`src/std_irq_regs.svh`:
```
// Purpose: register indices, field positions and reset values of the irq channel bank
// Assumes: byte address of a register is four times its index
// Notes: channels 0..7 are E0,E1,F0,F1,G0,G1,H0,H1; channel 8 is I0
`ifndef STD_IRQ_REGS_SVH
`define STD_IRQ_REGS_SVH

`define IDX_EVT_STATUS 8'hf0
`define IDX_EVT_MASK   8'hf1
`define IDX_I_MASK     8'hf5
`define IDX_EH_MASK    8'hf6
`define IDX_I_EDGE     8'hf7
`define IDX_EH_EDGE    8'hf8
`define IDX_I_PEND     8'hf9
`define IDX_EH_PEND    8'hfa
`define IDX_VECTOR     8'hfb
`define IDX_I_PRIO     8'hfc
`define IDX_EH_PRIO    8'hfd
`define IDX_I_OVR      8'hfe
`define IDX_EH_OVR     8'hff

`define VEC_HI_LSB     5
`define WIN_LSB        1
`define CHAN_I         4'h8
`define WIN_NONE       4'hf

`define RST_EH_PRIO    8'hff
`define RST_I_PRIO     2'h3
`define RST_OVR        9'h000
`define RST_WINNER     4'hf
`define LEVEL_LOWEST   3'h7

`endif

```
`src/std_irq_pkg.sv`:
```
// Purpose: types and priority helper of the irq channel bank
// Assumes: nine channels, index 8 is I0
// Notes: chan_level shared by the arbiter and the bank checks
package std_irq_pkg;

  typedef logic [8:0] chan_vec_t;
  typedef logic [2:0] level_t;

  typedef struct packed {
    chan_vec_t   mask;
    chan_vec_t   edge_sel;
    chan_vec_t   pend;
    chan_vec_t   ovr;
    logic [7:0]  prio_eh;
    logic [1:0]  prio_i;
    logic [2:0]  vec_hi;
    logic [3:0]  winner;
    logic [1:0]  evt_stat;
    logic [1:0]  evt_mask;
    logic [31:0] rdata;
  } bank_state_t;

  // pair field on top, channel parity as lsb
  function automatic level_t chan_level(input logic [3:0] ch,
                                        input logic [7:0] prio_eh,
                                        input logic [1:0] prio_i);
    logic [1:0] upper;
    upper = prio_i;
    if (ch < 4'h8) begin
      upper = prio_eh[{ch[2:1], 1'b0} +: 2];
    end
    return {upper, ch[0]};
  endfunction

endpackage

```
`src/line_edge_detect.sv`:
```
// Purpose: synchronise interrupt lines and flag their edges
// Assumes: lines are asynchronous to pclk
// Notes: edges are ignored until the synchroniser has filled after reset
`timescale 1ns/10ps
module line_edge_detect #(
  parameter int N = 9
) (
  // clock and reset
  input  wire logic         pclk,
  input  wire logic         presetn,
  // lines
  input  wire logic [N-1:0] line_in,
  // edge pulses
  output logic      [N-1:0] rise,
  output logic      [N-1:0] fall
);

  typedef struct packed {
    logic [N-1:0] s1;
    logic [N-1:0] s2;
    logic [N-1:0] prev;
    logic [1:0]   fill;
  } sync_state_t;

  sync_state_t q;
  sync_state_t d;

  always_comb begin
    d      = q;
    d.s1   = line_in;
    d.s2   = q.s1;
    d.prev = q.s2;
    if (q.fill != 2'h3) begin
      d.fill = q.fill + 2'h1;
    end
  end

  always_ff @(posedge pclk or negedge presetn) begin
    if (!presetn) begin
      q <= '0;
    end else begin
      q <= d;
    end
  end

  // no edge until prev holds a real sample
  assign rise = (q.fill == 2'h3) ? (q.s2 & ~q.prev) : '0;
  assign fall = (q.fill == 2'h3) ? (~q.s2 & q.prev) : '0;

endmodule // line_edge_detect

```
`src/chan_priority_arbiter.sv`:
```
// Purpose: pick the most urgent requesting channel
// Assumes: req already gated by mask
// Notes: strict compare keeps the lower index on a tie
`timescale 1ns/10ps
`include "std_irq_regs.svh"
module chan_priority_arbiter import std_irq_pkg::*; #(
  parameter int NCH = 9
) (
  // requests and priority fields
  input  wire logic [NCH-1:0] req,
  input  wire logic [7:0]     prio_eh,
  input  wire logic [1:0]     prio_i,
  // winner
  output logic                valid,
  output logic      [3:0]     win_idx,
  output level_t              win_level
);

  level_t lvl;

  always_comb begin
    valid     = 1'b0;
    win_idx   = `WIN_NONE;
    win_level = `LEVEL_LOWEST;
    lvl       = `LEVEL_LOWEST;
    for (int i = 0; i < NCH; i++) begin
      lvl = chan_level(4'(i), prio_eh, prio_i);
      if (req[i] && (!valid || lvl < win_level)) begin
        valid     = 1'b1;
        win_idx   = 4'(i);
        win_level = lvl;
      end
    end
  end

endmodule // chan_priority_arbiter

```
`src/std_irq_channel_bank.sv`:
```
// Purpose: register bank of the standard interrupt channels E0..H1 and I0
// Assumes: apb slave with zero wait states; lines asynchronous to pclk
// Notes: irq_ack clears the pending bit of the latched winner
`timescale 1ns/10ps
`include "std_irq_regs.svh"
module std_irq_channel_bank import std_irq_pkg::*; (
  // clock and reset
  input  wire logic        pclk,
  input  wire logic        presetn,
  // apb slave
  input  wire logic        psel,
  input  wire logic        penable,
  input  wire logic        pwrite,
  input  wire logic [11:0] paddr,
  input  wire logic [31:0] pwdata,
  output logic      [31:0] prdata,
  output logic             pready,
  output logic             pslverr,
  // interrupt lines
  input  wire logic [8:0]  line_in,
  // cpu arbitration
  input  wire logic        arb_start,
  input  wire logic        irq_ack,
  output logic             cpu_req,
  output logic      [2:0]  cpu_req_level,
  output logic      [3:0]  winner_code,
  // event interrupt
  output logic             irq
);

  ////////////////////////////////////////////////////////////////////////////////
  // declarations

  bank_state_t q;
  bank_state_t d;

  chan_vec_t  rise;
  chan_vec_t  fall;
  chan_vec_t  hw_evt;
  chan_vec_t  ack_clr;
  chan_vec_t  base_pend;
  chan_vec_t  cleared;
  chan_vec_t  new_ovr;
  logic       apb_setup;
  logic       apb_wr;
  logic [7:0] acc_idx;
  logic       acc_hit;
  logic       edge_wr;
  logic       arb_valid;
  logic [3:0] arb_idx;
  level_t     arb_level;

  // aligned word inside the page that maps a register
  function automatic logic decode(input logic [11:0] addr);
    logic [7:0] idx;
    idx = addr[9:2];
    return (addr[11:10] == 2'h0) && (addr[1:0] == 2'h0) &&
           ((idx >= `IDX_I_MASK) || (idx == `IDX_EVT_STATUS) ||
            (idx == `IDX_EVT_MASK));
  endfunction

  function automatic logic [7:0] read_reg(input logic [7:0] idx, input bank_state_t s);
    logic [7:0] v;
    v = 8'h00;
    case (idx)
      `IDX_EVT_STATUS: v = {6'h00, s.evt_stat};
      `IDX_EVT_MASK:   v = {6'h00, s.evt_mask};
      `IDX_I_MASK:     v = {7'h00, s.mask[8]};
      `IDX_EH_MASK:    v = s.mask[7:0];
      `IDX_I_EDGE:     v = {7'h00, s.edge_sel[8]};
      `IDX_EH_EDGE:    v = s.edge_sel[7:0];
      `IDX_I_PEND:     v = {7'h00, s.pend[8]};
      `IDX_EH_PEND:    v = s.pend[7:0];
      `IDX_VECTOR:     v = {s.vec_hi, s.winner, 1'b0};
      `IDX_I_PRIO:     v = {6'h00, s.prio_i};
      `IDX_EH_PRIO:    v = s.prio_eh;
      `IDX_I_OVR:      v = {7'h00, s.ovr[8]};
      `IDX_EH_OVR:     v = s.ovr[7:0];
      default:         v = 8'h00;
    endcase
    return v;
  endfunction

  ////////////////////////////////////////////////////////////////////////////////
  // line edges and arbitration

  line_edge_detect #(
    .N (9)
  ) u_edges (
    .pclk    (pclk),
    .presetn (presetn),
    .line_in (line_in),
    .rise    (rise),
    .fall    (fall)
  );

  chan_priority_arbiter #(
    .NCH (9)
  ) u_arb (
    .req       (q.pend & q.mask),
    .prio_eh   (q.prio_eh),
    .prio_i    (q.prio_i),
    .valid     (arb_valid),
    .win_idx   (arb_idx),
    .win_level (arb_level)
  );

  ////////////////////////////////////////////////////////////////////////////////
  // bus decode

  assign apb_setup = psel & ~penable;
  assign apb_wr    = psel & penable & pwrite;
  assign acc_idx   = paddr[9:2];
  assign acc_hit   = decode(paddr);

  ////////////////////////////////////////////////////////////////////////////////
  // next state

  always_comb begin
    d = q;
    // edge select being written masks trigger edges that cycle
    edge_wr = apb_wr && acc_hit && ((acc_idx == `IDX_I_EDGE) || (acc_idx == `IDX_EH_EDGE));
    hw_evt  = edge_wr ? '0 : ((q.edge_sel & rise) | (~q.edge_sel & fall));
    ack_clr = '0;
    if (irq_ack && (q.winner <= `CHAN_I)) begin
      ack_clr[q.winner] = 1'b1;
    end
    base_pend = q.pend & ~ack_clr;
    if (apb_wr && acc_hit) begin
      case (acc_idx)
        `IDX_EVT_STATUS: d.evt_stat       = q.evt_stat & ~pwdata[1:0];
        `IDX_EVT_MASK:   d.evt_mask       = pwdata[1:0];
        `IDX_I_MASK:     d.mask[8]        = pwdata[0];
        `IDX_EH_MASK:    d.mask[7:0]      = pwdata[7:0];
        `IDX_I_EDGE:     d.edge_sel[8]    = pwdata[0];
        `IDX_EH_EDGE:    d.edge_sel[7:0]  = pwdata[7:0];
        `IDX_I_PEND:     base_pend[8]     = pwdata[0];
        `IDX_EH_PEND:    base_pend[7:0]   = pwdata[7:0];
        `IDX_VECTOR:     d.vec_hi         = pwdata[`VEC_HI_LSB +: 3];
        `IDX_I_PRIO:     d.prio_i         = pwdata[1:0];
        `IDX_EH_PRIO:    d.prio_eh        = pwdata[7:0];
        default:         d.vec_hi         = q.vec_hi; // overrun regs ignore writes
      endcase
    end
    // hardware trigger wins over any clear in the same cycle
    cleared = q.pend & ~base_pend;
    d.pend  = base_pend | hw_evt;
    new_ovr = hw_evt & q.pend;
    d.ovr   = (q.ovr & ~cleared) | new_ovr;
    // winner held between arbitration starts
    if (arb_start) begin
      d.winner = arb_valid ? arb_idx : `WIN_NONE;
    end
    // sticky events: bit0 overrun, bit1 winner latched
    if (new_ovr != '0) begin
      d.evt_stat[0] = 1'b1;
    end
    if (arb_start && arb_valid) begin
      d.evt_stat[1] = 1'b1;
    end
    // read data captured in setup, presented in access
    if (apb_setup && !pwrite) begin
      d.rdata = acc_hit ? {24'h000000, read_reg(acc_idx, q)} : 32'h00000000;
    end
  end

  ////////////////////////////////////////////////////////////////////////////////
  // state register

  always_ff @(posedge pclk or negedge presetn) begin
    if (!presetn) begin
      q          <= '0;
      q.prio_eh  <= `RST_EH_PRIO;
      q.prio_i   <= `RST_I_PRIO;
      q.ovr      <= `RST_OVR;
      q.winner   <= `RST_WINNER;
    end else begin
      q <= d;
    end
  end

  ////////////////////////////////////////////////////////////////////////////////
  // outputs

  assign prdata        = q.rdata;
  assign pready        = 1'b1;
  assign pslverr       = psel & penable & ~acc_hit;
  assign cpu_req       = arb_valid;
  assign cpu_req_level = arb_level;
  assign winner_code   = q.winner;
  assign irq           = |(q.evt_stat & q.evt_mask);

  // any requester more urgent than the winner, or equal and lower numbered
  logic better_exists;
  always_comb begin
    better_exists = 1'b0;
    for (int i = 0; i < 9; i++) begin
      if (q.pend[i] && q.mask[i] && arb_valid) begin
        if ((chan_level(4'(i), q.prio_eh, q.prio_i) < arb_level) ||
            ((chan_level(4'(i), q.prio_eh, q.prio_i) == arb_level) &&
             (4'(i) < arb_idx))) begin
          better_exists = 1'b1;
        end
      end
    end
  end
endmodule // std_irq_channel_bank

```
`config.mk`:
```
export PLATFORM = sky130hd
export DESIGN_NAME = std_irq_channel_bank
export DESIGN_NICKNAME = d
export VERILOG_FILES = /design/src/std_irq_pkg.sv /design/src/line_edge_detect.sv /design/src/chan_priority_arbiter.sv /design/src/std_irq_channel_bank.sv
export VERILOG_INCLUDE_DIRS = /design/src
export SDC_FILE = /design/constraint.sdc
export NUM_CORES = 1
export LEC_CHECK = 0
export ABC_AREA = 0
export BUFFER_PORTS_ARGS = -buffer_cell sky130_fd_sc_hd__buf_2
export CORE_UTILIZATION = 50
export DETAILED_ROUTE_END_ITERATION = 8
export HOLD_SLACK_MARGIN = 0.02
export PLACE_DENSITY_LB_ADDON = 0.1
export SETUP_SLACK_MARGIN = 0.05
export SLEW_MARGIN = 0
export SYNTH_ARGS = -nofsm -noshare
export SYNTH_HDL_FRONTEND = slang
export SYNTH_SLANG_ARGS = --single-unit
```
`constraint.sdc`:
```
create_clock -name pclk -period 10.6 [get_ports pclk]
set_input_delay 2.12 -clock pclk [delete_from_list [all_inputs] [get_ports pclk]]
set_output_delay 2.12 -clock pclk [all_outputs]
set_load 0.02 [all_outputs]
```
==> impl_metrics.csv, run 1 <==
group,metric,value,unit
clocking,root_buffer,"clkbuf_8",
clocking,clock-sinks,94,
routing,routedWlPerCell,17.8,µm
power_and_ir_drop,vdd_drop_max,87.3,µV
global_routing,overflow,0,
worst_hold_path,hold_path.class,"reg2reg",
yosys,synthArstFlopShare,1.00,
die,io_pins,103,
run,drv_cap,0,
clocking,cts_buffer_depth,2,
sta,period_share,1.05,
yosys,synth_ff_type,"dfrtp_1",
global_routing,globalRouteTotalUtil,0.264,
layout,nets,721,
sta,finalSetupViolCount,5,
global_routing,grt_max_degree,74,
sta,period_minus_slack,11.13,ns
sta,relSlewSlack,0.379,
worst_setup_path,path_class,"reg2out",
routing,drc,0,
worst_setup_path,cp.arrival,9.01,ns
power_and_ir_drop,leakage,3.00,nW
worst_setup_path,critPathLaunchType,"register",
global_routing,grt_pass1_wl,22300,µm
global_routing,antenna_found_initial,0,
clocking,cts_buffers,9,
worst_setup_path,crit_path_frequent_cell,"a21oi_2",
die,core.rowCount,36,
sta,final_max_slew_viol_count,0,
run_status,violations,"setup timing",
yosys,synth_warnings,0,
yosys,synth-seq-cells,94,
layout,synthToLayoutAreaGrowth,25.1,%
clocking,clock_latency,0.37,ns
power_and_ir_drop,power.density,103,nW/µm²
sta,finalClockSkew,0.0136,ns
run_status,status,"finished, violations left",
yosys,syn_inst,523,
worst_setup_path,reg2reg_depth,68,
sta,timing.fmax,89.9,MHz
yosys,synth_edf_count,0,
worst_setup_path,worst-path-buf-inv,6,
clocking,h-tree-depth,3,
layout,drive_gt1_frac,0.401,
yosys,netlist_area,5210,µm²
clocking,cts_tree,"built",
place,io_buffers,53,
power_and_ir_drop,power,0.668,mW
routing,via_per_inst,5.72,
worst_setup_path,ff2ff_setup_slack,-0.39,ns
routing,wl,14000,µm
worst_setup_path,crit_fanout,4,
die,die-area,10800,µm²
yosys,yosysUniqueCellTypes,72,
die,initial_core_util,0.523,
sta,hold_violations,0,
die,die_width,104,µm
die,core_area,9950,µm²
die,die_h,104,µm
sta,tightestPinTransition,0.931,ns
worst_setup_path,reg2reg_to,"winner_code[2]$_DFFE_PN1P_",
worst_setup_path,cp-startpoint,"q[80]$_DFFE_PN0P_",
worst_setup_path,endpoint_kind,"output pin",
place,preCtsSetupSlack,-0.459,ns
sta,worst_slack,-0.527,ns
clocking,hold_buffers,0,
layout,final_cell_count_no_fill,787,
layout,n_antenna_cell,0,
place,gp_congestion,0.898,
global_routing,first_global_vias,4382,
routing,drtIter0Drc,291,
worst_setup_path,worstSetupEndpoint,"cpu_req_level[2]",
routing,final_antenna_net_count,0,
place,placed_cells,719,
worst_setup_path,crit_slowest_cell,"dfrtp_1",
sta,rsz0062_at_grt,"true",
routing,dr.pass1.iters,8,
clocking,clk_pin_slew_worst_paths,0.10,ns
worst_setup_path,slowest_delay,0.41,ns
place,dp_hpwl,9540,µm
worst_setup_path,cp_data_required_time,8.48,ns
routing,num_vias,4503,
worst_setup_path,timing.rr.start,"q[80]$_DFFE_PN0P_",
worst_setup_path,cp.depth,46,
yosys,seq_area_frac_synth,0.455,
worst_setup_path,worst_path_dominant_cell_family,"compound AO/OA/AOI/OAI gates",
yosys,avgSynthCellArea,9.96,µm²
## flip-flops by register name (all words and copies together), names as in the netlist
register,cells
winner_code,4
q,53
u_edges.d,18
u_edges.q,11
prdata,8
## power by group
group / leakage (nW) / internal [mW] / switching [mW]
Sequential: 1.09 / 0.364 / 0.00325
Combinational: 1.81 / 0.0109 / 0.0296
Clock: 0.104 / 0.115 / 0.146
Total: 3.00 / 0.490 / 0.178
## stage by stage
step	util	hold WS (ns)	setup TNS [ns]	cell area, µm²
after floorplan	-	0.331	-0.373	5300
after global placement	0.571	0.332	-0.892	5680
after detailed placement	0.571	0.336	-1.00	5680
after CTS	0.633	0.359	-1.97	6310
after global routing	0.655	0.371	-4.25	6520
final	0.655	0.355	-2.12	6520
## per-layer routing
layer,track usage,vias to the layer above,share of wire
li1,-,2083,-
met1,0.368,2181,0.44
met2,0.407,201,0.46
met3,0.0414,38,0.068
met4,0.117,0,0.026
met5,0,-,0
## cells in the final DEF, fill, tap and decap left out, types with 6 or more instances in the layout
cell      netlist  final
buf_4          37     95
dfrtp_1        80     80
nand2_1        72     70
buf_2           0     50
mux2_2         36     35
nor2_1         33     29
conb_1          2     25
o21ai_0        24     22
a21oi_1        27     19
a22oi_1        14     14
dfstp_2        14     14
nand2b_1        9      9
clkbuf_8        0      9
inv_1          10      8
nor2b_1         8      8
mux2i_1         9      8
nand4_1         8      8
nand3_1         9      8
and3_1          7      7
a221oi_1        7      7
a21oi_2         1      7
ha_1           12      6
## logic make-up (layout without fill, tap and decap cells)
family	count (synthesis)	in the layout	share of synthesized area
AND/OR/NAND/NOR	183	183	0.175
AO/OA/AOI/OAI	121	121	0.166
flip-flops	94	94	0.455
buffers and inverters	64	172	0.0742
multiplexers	46	46	0.0980
adder cells (fa/ha/maj)	12	12	0.0288
other	2	25	0.00144
XOR/XNOR	1	1	0.00168
## how the worst min path moves through the flow
stage | start | end | slack [ns] | depth (start not counted)
after floorplan | u_edges.d[19]$_DFF_PN0_ | u_edges.d[10]$_DFF_PN0_ | 0.33 | 0
after global placement | u_edges.d[16]$_DFF_PN0_ | u_edges.d[7]$_DFF_PN0_ | 0.33 | 0
after detailed placement | u_edges.d[19]$_DFF_PN0_ | u_edges.d[10]$_DFF_PN0_ | 0.34 | 0
after CTS | u_edges.d[19]$_DFF_PN0_ | u_edges.d[10]$_DFF_PN0_ | 0.36 | 0
after global routing | u_edges.d[17]$_DFF_PN0_ | u_edges.d[8]$_DFF_PN0_ | 0.37 | 0
final | u_edges.d[19]$_DFF_PN0_ | u_edges.d[10]$_DFF_PN0_ | 0.36 | 0
## synth_stat cells (3+ instances only)
| cell type | number | share of area |
|---|---|---|
| dfrtp_1 | 80 | 0.38 |
| nand2_1 | 72 | 0.052 |
| buf_4 | 37 | 0.053 |
| mux2_2 | 36 | 0.078 |
| nor2_1 | 33 | 0.024 |
| a21oi_1 | 27 | 0.026 |
| o21ai_0 | 24 | 0.023 |
| a22oi_1 | 14 | 0.020 |
| clkbuf_1 | 14 | 0.010 |
| dfstp_2 | 14 | 0.071 |
| ha_1 | 12 | 0.029 |
| inv_1 | 10 | 0.0072 |
| mux2i_1 | 9 | 0.017 |
| nand2b_1 | 9 | 0.011 |
| nand3_1 | 9 | 0.0086 |
| nand4_1 | 8 | 0.0096 |
| nor2b_1 | 8 | 0.0096 |
| a221oi_1 | 7 | 0.012 |
| and3_1 | 7 | 0.0084 |
| and2_1 | 5 | 0.0060 |
| nand3b_1 | 5 | 0.0072 |
| a211oi_1 | 4 | 0.0058 |
| nor3_1 | 4 | 0.0038 |
| nor3b_1 | 4 | 0.0058 |
| o21ai_1 | 4 | 0.0038 |
| o2bb2ai_1 | 4 | 0.0067 |
| or3b_2 | 4 | 0.0067 |
| a21o_1 | 3 | 0.0043 |
| a22o_1 | 3 | 0.0050 |
## worst register-to-register path, delay by kind of cell (launching register included)
family	cells	cell delay, ns
compound gates	19	2.92
mux	4	1.07
buf+inv	25	2.94
simple gates	13	1.76
fa+ha+maj	7	1.82
flops	1	0.41
## final cells by class
cell class | count | area [µm²]
repair buffers | 145 | 963
flip-flops and latches | 94 | 2370
well taps | 133 | 166
clock inverters | 7 | 86.3
inverters | 11 | 46.3
multi-input cells | 388 | 2760
clock buffers | 9 | 124
fillers | 830 | 3440
## timing repair
item | CTS | global route
buffers inserted | 45 | 11
hold endpoints to repair | 0 | 0
setup endpoints to repair | 3 | 5
resized for setup | 21 | 29
gates cloned | 0 | 0
pin swaps | 23 | 30
No activity file was read; power rests on OpenSTA's default activity.
==> run 2: changes to the inputs <==
SKIP_CTS_REPAIR_TIMING = 1   (was not set)
==> run 2 against run 1 <==
Against the previous run:
- the flow still finishes with violations (setup timing)
- clock skew barely moved
- non-clock buffer count fell by 39
- clock power about the same
- fmax rose by 0.14%
- via count down 5.5%
- critical endpoint unchanged
- largest power group unchanged
- largest cell class unchanged
- wire length decreased by 9.1%
==> impl_metrics.csv, run 2 (same netlist as run 1, synthesis figures left out) <==
group,metric,value,unit
run_status,status,"finished, violations left",
run_status,violations,"setup timing",
worst_setup_path,reg2reg_depth,48,
layout,regMostFlops,"q",
sta,final_max_slew_viol_count,0,
sta,finalClockSkew,0.0138,ns
clocking,cts_tree,"built",
layout,layout_commonest_cell,"dfrtp_1",
place,gp_congestion,0.898,
sta,rsz0062_at_grt,"true",
worst_setup_path,cp-startpoint,"q[62]$_DFF_PN0_",
power_and_ir_drop,vdd_drop_max,87.3,µV
worst_setup_path,cp.arrival,8.99,ns
die,core.rowCount,36,
sta,finalSetupViolCount,3,
sta,fin_hold_ws,0.355,ns
layout,final_cell_count_no_fill,748,
worst_setup_path,slowest_delay,0.41,ns
die,core_area,9950,µm²
layout,nets,682,
die,initial_core_util,0.523,
layout,largest_reg_flops,53,
routing,dr.pass1.iters,5,
worst_setup_path,crit_path_frequent_cell,"a21oi_2",
sta,timing.fmax,90.0,MHz
die,die_h,104,µm
sta,hold_violations,0,
die,die-area,10800,µm²
run,drv_cap,0,
clocking,clk_pin_slew_worst_paths,0.10,ns
global_routing,grt_busiest_layer,"met2",
power_and_ir_drop,power.density,108,nW/µm²
sta,period_share,1.05,
power_and_ir_drop,p_sw,0.176,mW
layout,fillerInstances,879,
place,dpl_cell_area,5680,µm²
clocking,clock-sinks,94,
sta,tightestPinTransition,0.933,ns
power_and_ir_drop,p_seq_frac,0.552,
worst_setup_path,timing.rr.start,"q[62]$_DFF_PN0_",
worst_setup_path,ff2ff_setup_slack,1.92,ns
power_and_ir_drop,combPwrFrac,0.060,
layout,n_antenna_cell,0,
clocking,cts_buffer_depth,2,
routing,via_per_inst,5.69,
worst_setup_path,worst_path_dominant_cell_family,"compound AO/OA/AOI/OAI gates",
sta,period_minus_slack,11.11,ns
clocking,clock_latency,0.37,ns
global_routing,grt_pass1_wl,20600,µm
routing,routedWlPerCell,17.0,µm
layout,drive_gt1_frac,0.351,
routing,num_vias,4257,
global_routing,met2_usage,0.369,
layout,mostFrequentLayoutCells,"80 x dfrtp_1, 70 x nand2_1, 55 x buf_4",
worst_setup_path,cp_data_required_time,8.48,ns
place,dp_hpwl,9540,µm
routing,drc,0,
worst_hold_path,hold_start,"u_edges.d[19]$_DFF_PN0_",
global_routing,grtUsageMet1,0.347,
global_routing,met3_usage,0.0382,
routing,final_antenna_net_count,0,
worst_hold_path,hold_path.class,"reg2reg",
worst_setup_path,reg2reg_to,"winner_code[2]$_DFFE_PN1P_",
worst_setup_path,crit_slowest_cell,"dfrtp_1",
sta,relSlewSlack,0.378,
place,io_buffers,53,
place,placed_cells,719,
worst_hold_path,whs_path_depth,0,
sta,setup_tns,-1.18,ns
layout,synthToLayoutAreaGrowth,18.4,%
power_and_ir_drop,power.internal,0.490,mW
worst_setup_path,crit_fanout,3,
clocking,root_buffer,"clkbuf_8",
worst_setup_path,endpoint_kind,"output pin",
worst_setup_path,path_class,"reg2out",
die,die_width,104,µm
clocking,cts_buffers,9,
global_routing,globalRouteTotalUtil,0.242,
layout,final_util,0.620,
clocking,h-tree-depth,3,
global_routing,antenna_found_initial,0,
worst_setup_path,critPathLaunchType,"register",
routing,wl,12700,µm
power_and_ir_drop,leakage,2.83,nW
global_routing,overflow,0,
power_and_ir_drop,clockPowerShare,0.388,
power_and_ir_drop,sw_frac_of_total,0.264,
global_routing,grt_max_degree,74,
die,io_pins,103,
layout,design_area,6170,µm²
sta,worst_slack,-0.511,ns
worst_setup_path,worst-path-buf-inv,7,
routing,drtIter0Drc,278,
worst_hold_path,hold_end,"u_edges.d[10]$_DFF_PN0_",
global_routing,first_global_vias,4122,
run 2: cell types whose count changed in the layout (fill, tap and decap cells not counted), moves of 2 or more:
cell	previous run	this run
ha_1	6	9
ha_4	5	3
buf_4	95	55
buf_6	0	2
run 2: layout make-up:
type	instances	area [µm²]	share of cell area
timing repair buffer	106	681	0.110
multi-input combinational	388	2700	0.437
clock inverter	7	86.3	0.0140
clock buffer	9	124	0.0201
tap	133	166	0.0270
inverter	11	43.8	0.00710
sequential	94	2370	0.384
run 2: power groups by stage:
| stage | Clock [mW] | Sequential (mW) | Combinational, mW |
|---|---|---|---|
| 6_report | 0.258 | 0.368 | 0.0402 |
| 5_1_grt | 0.276 | 0.368 | 0.0447 |
| 4_1_cts | 0.265 | 0.368 | 0.0401 |
| 3_5_place_dp | 0 | 0.374 | 0.0400 |
| 3_3_place_gp | 0 | 0.374 | 0.0396 |
| 2_1_floorplan | 0 | 0.373 | 0.0278 |
run 2: worst max path at each step:
stage | endpoint | slack [ns] | depth (start not counted)
6_report | cpu_req_level[2] | -0.51 | 48
5_1_grt | cpu_req_level[2] | -0.98 | 48
4_1_cts | cpu_req_level[1] | -0.91 | 48
3_5_place_dp | cpu_req_level[1] | -0.46 | 48
3_3_place_gp | cpu_req_level[1] | -0.43 | 48
2_1_floorplan | cpu_req_level[1] | -0.19 | 48
run 2: per-stage QoR:
stage	total power, mW	setup WS, ns
finish	0.666	-0.511
global route	0.689	-0.976
CTS	0.673	-0.910
detailed placement	0.415	-0.459
global placement	0.414	-0.428
floorplan	0.401	-0.187
run 2: layer usage:
metal	vias up	share of wire
li1	2009	-
met1	2067	0.47
met2	155	0.46
met3	26	0.055
met4	0	0.022
met5	-	0
==> run 3: changes to the inputs <==
MAX_ROUTING_LAYER = met4   (was not set)
==> run 3 against run 2 <==
Against the previous run:
- critical path type unchanged
- hold slack hardly changed
- wire length up 1.5%
- clock power rose by 9.3%
- the run still ends with setup timing left
- fmax up 0.74%
- highest routed layer unchanged
- via count is 1.5% lower
==> impl_metrics.csv, run 3 (same netlist as run 1, synthesis figures left out) <==
group,metric,value,unit
sta,tightestPinTransition,1.04,ns
die,io_pins,103,
layout,seqCellArea,2370,µm²
place,dp_hpwl,9680,µm
sta,final_max_slew_viol_count,0,
place,placed_cells,718,
layout,drive_gt1_frac,0.353,
routing,drc,0,
routing,dr.pass1.iters,5,
clocking,h-tree-depth,3,
layout,multi_input_area,2740,µm²
layout,synthToLayoutAreaGrowth,18.7,%
run_status,violations,"setup timing",
place,gp_congestion,0.897,
worst_setup_path,crit_path_frequent_cell,"a21oi_2",
layout,mostFrequentLayoutCells,"80 x dfrtp_1, 70 x nand2_1, 50 x buf_2, 50 x buf_4, 35 x mux2_2",
sta,timing.fmax,90.7,MHz
die,die_h,104,µm
worst_setup_path,cp_data_required_time,8.48,ns
clocking,clk_pin_slew_worst_paths,0.10,ns
worst_setup_path,endpoint_kind,"output pin",
layout,regMostFlops,"q",
power_and_ir_drop,leakage,2.79,nW
sta,rsz0062_at_grt,"true",
power_and_ir_drop,power,0.690,mW
clocking,clock-sinks,94,
global_routing,globalRouteTotalUtil,0.255,
die,die-area,10800,µm²
global_routing,first_global_vias,4053,
worst_setup_path,crit_slowest_cell,"dfrtp_1",
power_and_ir_drop,vdd_drop_max,114,µV
clocking,cts_tree,"built",
global_routing,grt_max_degree,74,
place,preCtsSetupSlack,-0.492,ns
sta,hold_violations,0,
die,initial_core_util,0.523,
layout,n_antenna_cell,0,
die,die_width,104,µm
place,io_buffers,53,
worst_setup_path,critPathLaunchType,"register",
layout,nets,676,
worst_setup_path,path_class,"reg2out",
clocking,cts_buffer_depth,2,
clocking,root_buffer,"clkbuf_8",
global_routing,overflow,0,
routing,final_antenna_net_count,0,
die,core_area,9950,µm²
clocking,clock_latency,0.37,ns
sta,finalClockSkew,0.0126,ns
sta,worst_slack,-0.430,ns
die,core.rowCount,36,
layout,fillerInstances,858,
layout,final_cell_count_no_fill,742,
layout,largest_reg_flops,53,
run_status,status,"finished, violations left",
layout,layout_commonest_cell,"dfrtp_1",
global_routing,grt_pass1_wl,20800,µm
clocking,cts_buffers,9,
worst_setup_path,crit_fanout,3,
sta,period_share,1.04,
run,drv_cap,0,
sta,period_minus_slack,11.03,ns
global_routing,antenna_found_initial,0,
worst_setup_path,slowest_delay,0.41,ns
worst_setup_path,cp.arrival,8.91,ns
routing,routedWlPerCell,17.4,µm
routing,num_vias,4194,
power_and_ir_drop,power.density,112,nW/µm²
worst_hold_path,hold_path.class,"reg2reg",
sta,relSlewSlack,0.304,
routing,drtIter0Drc,223,
routing,via_per_inst,5.65,
routing,wl,12900,µm
sta,finalSetupViolCount,3,
sta,fin_hold_ws,0.356,ns
sta,setup_tns,-0.877,ns
[run 3: power by group]
group / switching [mW] / leakage (nW) / total [mW] / internal, mW
sequential: 0.00324 / 1.09 / 0.368 / 0.364
combinational: 0.0293 / 1.58 / 0.0402 / 0.0108
clock: 0.138 / 0.121 / 0.282 / 0.144
total: 0.171 / 2.79 / 0.690 / 0.519
[run 3: worst paths after layout]
path	from	endpoint	slack, ns	depth (start not counted)
max	q[62]$_DFF_PN0_	cpu_req_level[1]	-0.43	48
min reg2reg	u_edges.d[19]$_DFF_PN0_	u_edges.d[10]$_DFF_PN0_	0.36	0
max in group asynchronous	presetn	u_edges.d[6]$_DFF_PN0_	7.77	2
min in group asynchronous	presetn	q[33]$_DFFE_PN0P_	1.62	1
min	u_edges.d[19]$_DFF_PN0_	u_edges.d[10]$_DFF_PN0_	0.36	0
max reg2reg	q[62]$_DFF_PN0_	winner_code[1]$_DFFE_PN1P_	2.07	49
[run 3: stage by stage]
stage                     utilization  instance area (µm²)
after floorplan                     -                 5300
final                           0.621                 6180
after CTS                       0.595                 5920
after global placement          0.570                 5680
after detailed placement        0.570                 5680
after global routing            0.621                 6180
[run 3: cell type report]
class	instances	area share
clock buffers	10	0.0223
inverters	11	0.00708
well taps	133	0.0269
clock inverters	6	0.0170
multi-input cells	388	0.442
flip-flops and latches	94	0.383
repair buffers	100	0.101
[run 3: layer usage]
layer	routed length, µm	global-route usage
met5	0	-
met4	195	0.0663
met3	650	0.0608
met2	5990	0.385
met1	6080	0.347
[run 3: critical path: cells and delay by family (launching register included)]
family | cells | cell delay, ns
flops | 1 | 0.41
simple gates | 14 | 1.84
buf+inv | 5 | 0.52
mux | 5 | 1.31
compound gates | 17 | 2.62
fa+ha+maj | 7 | 1.85
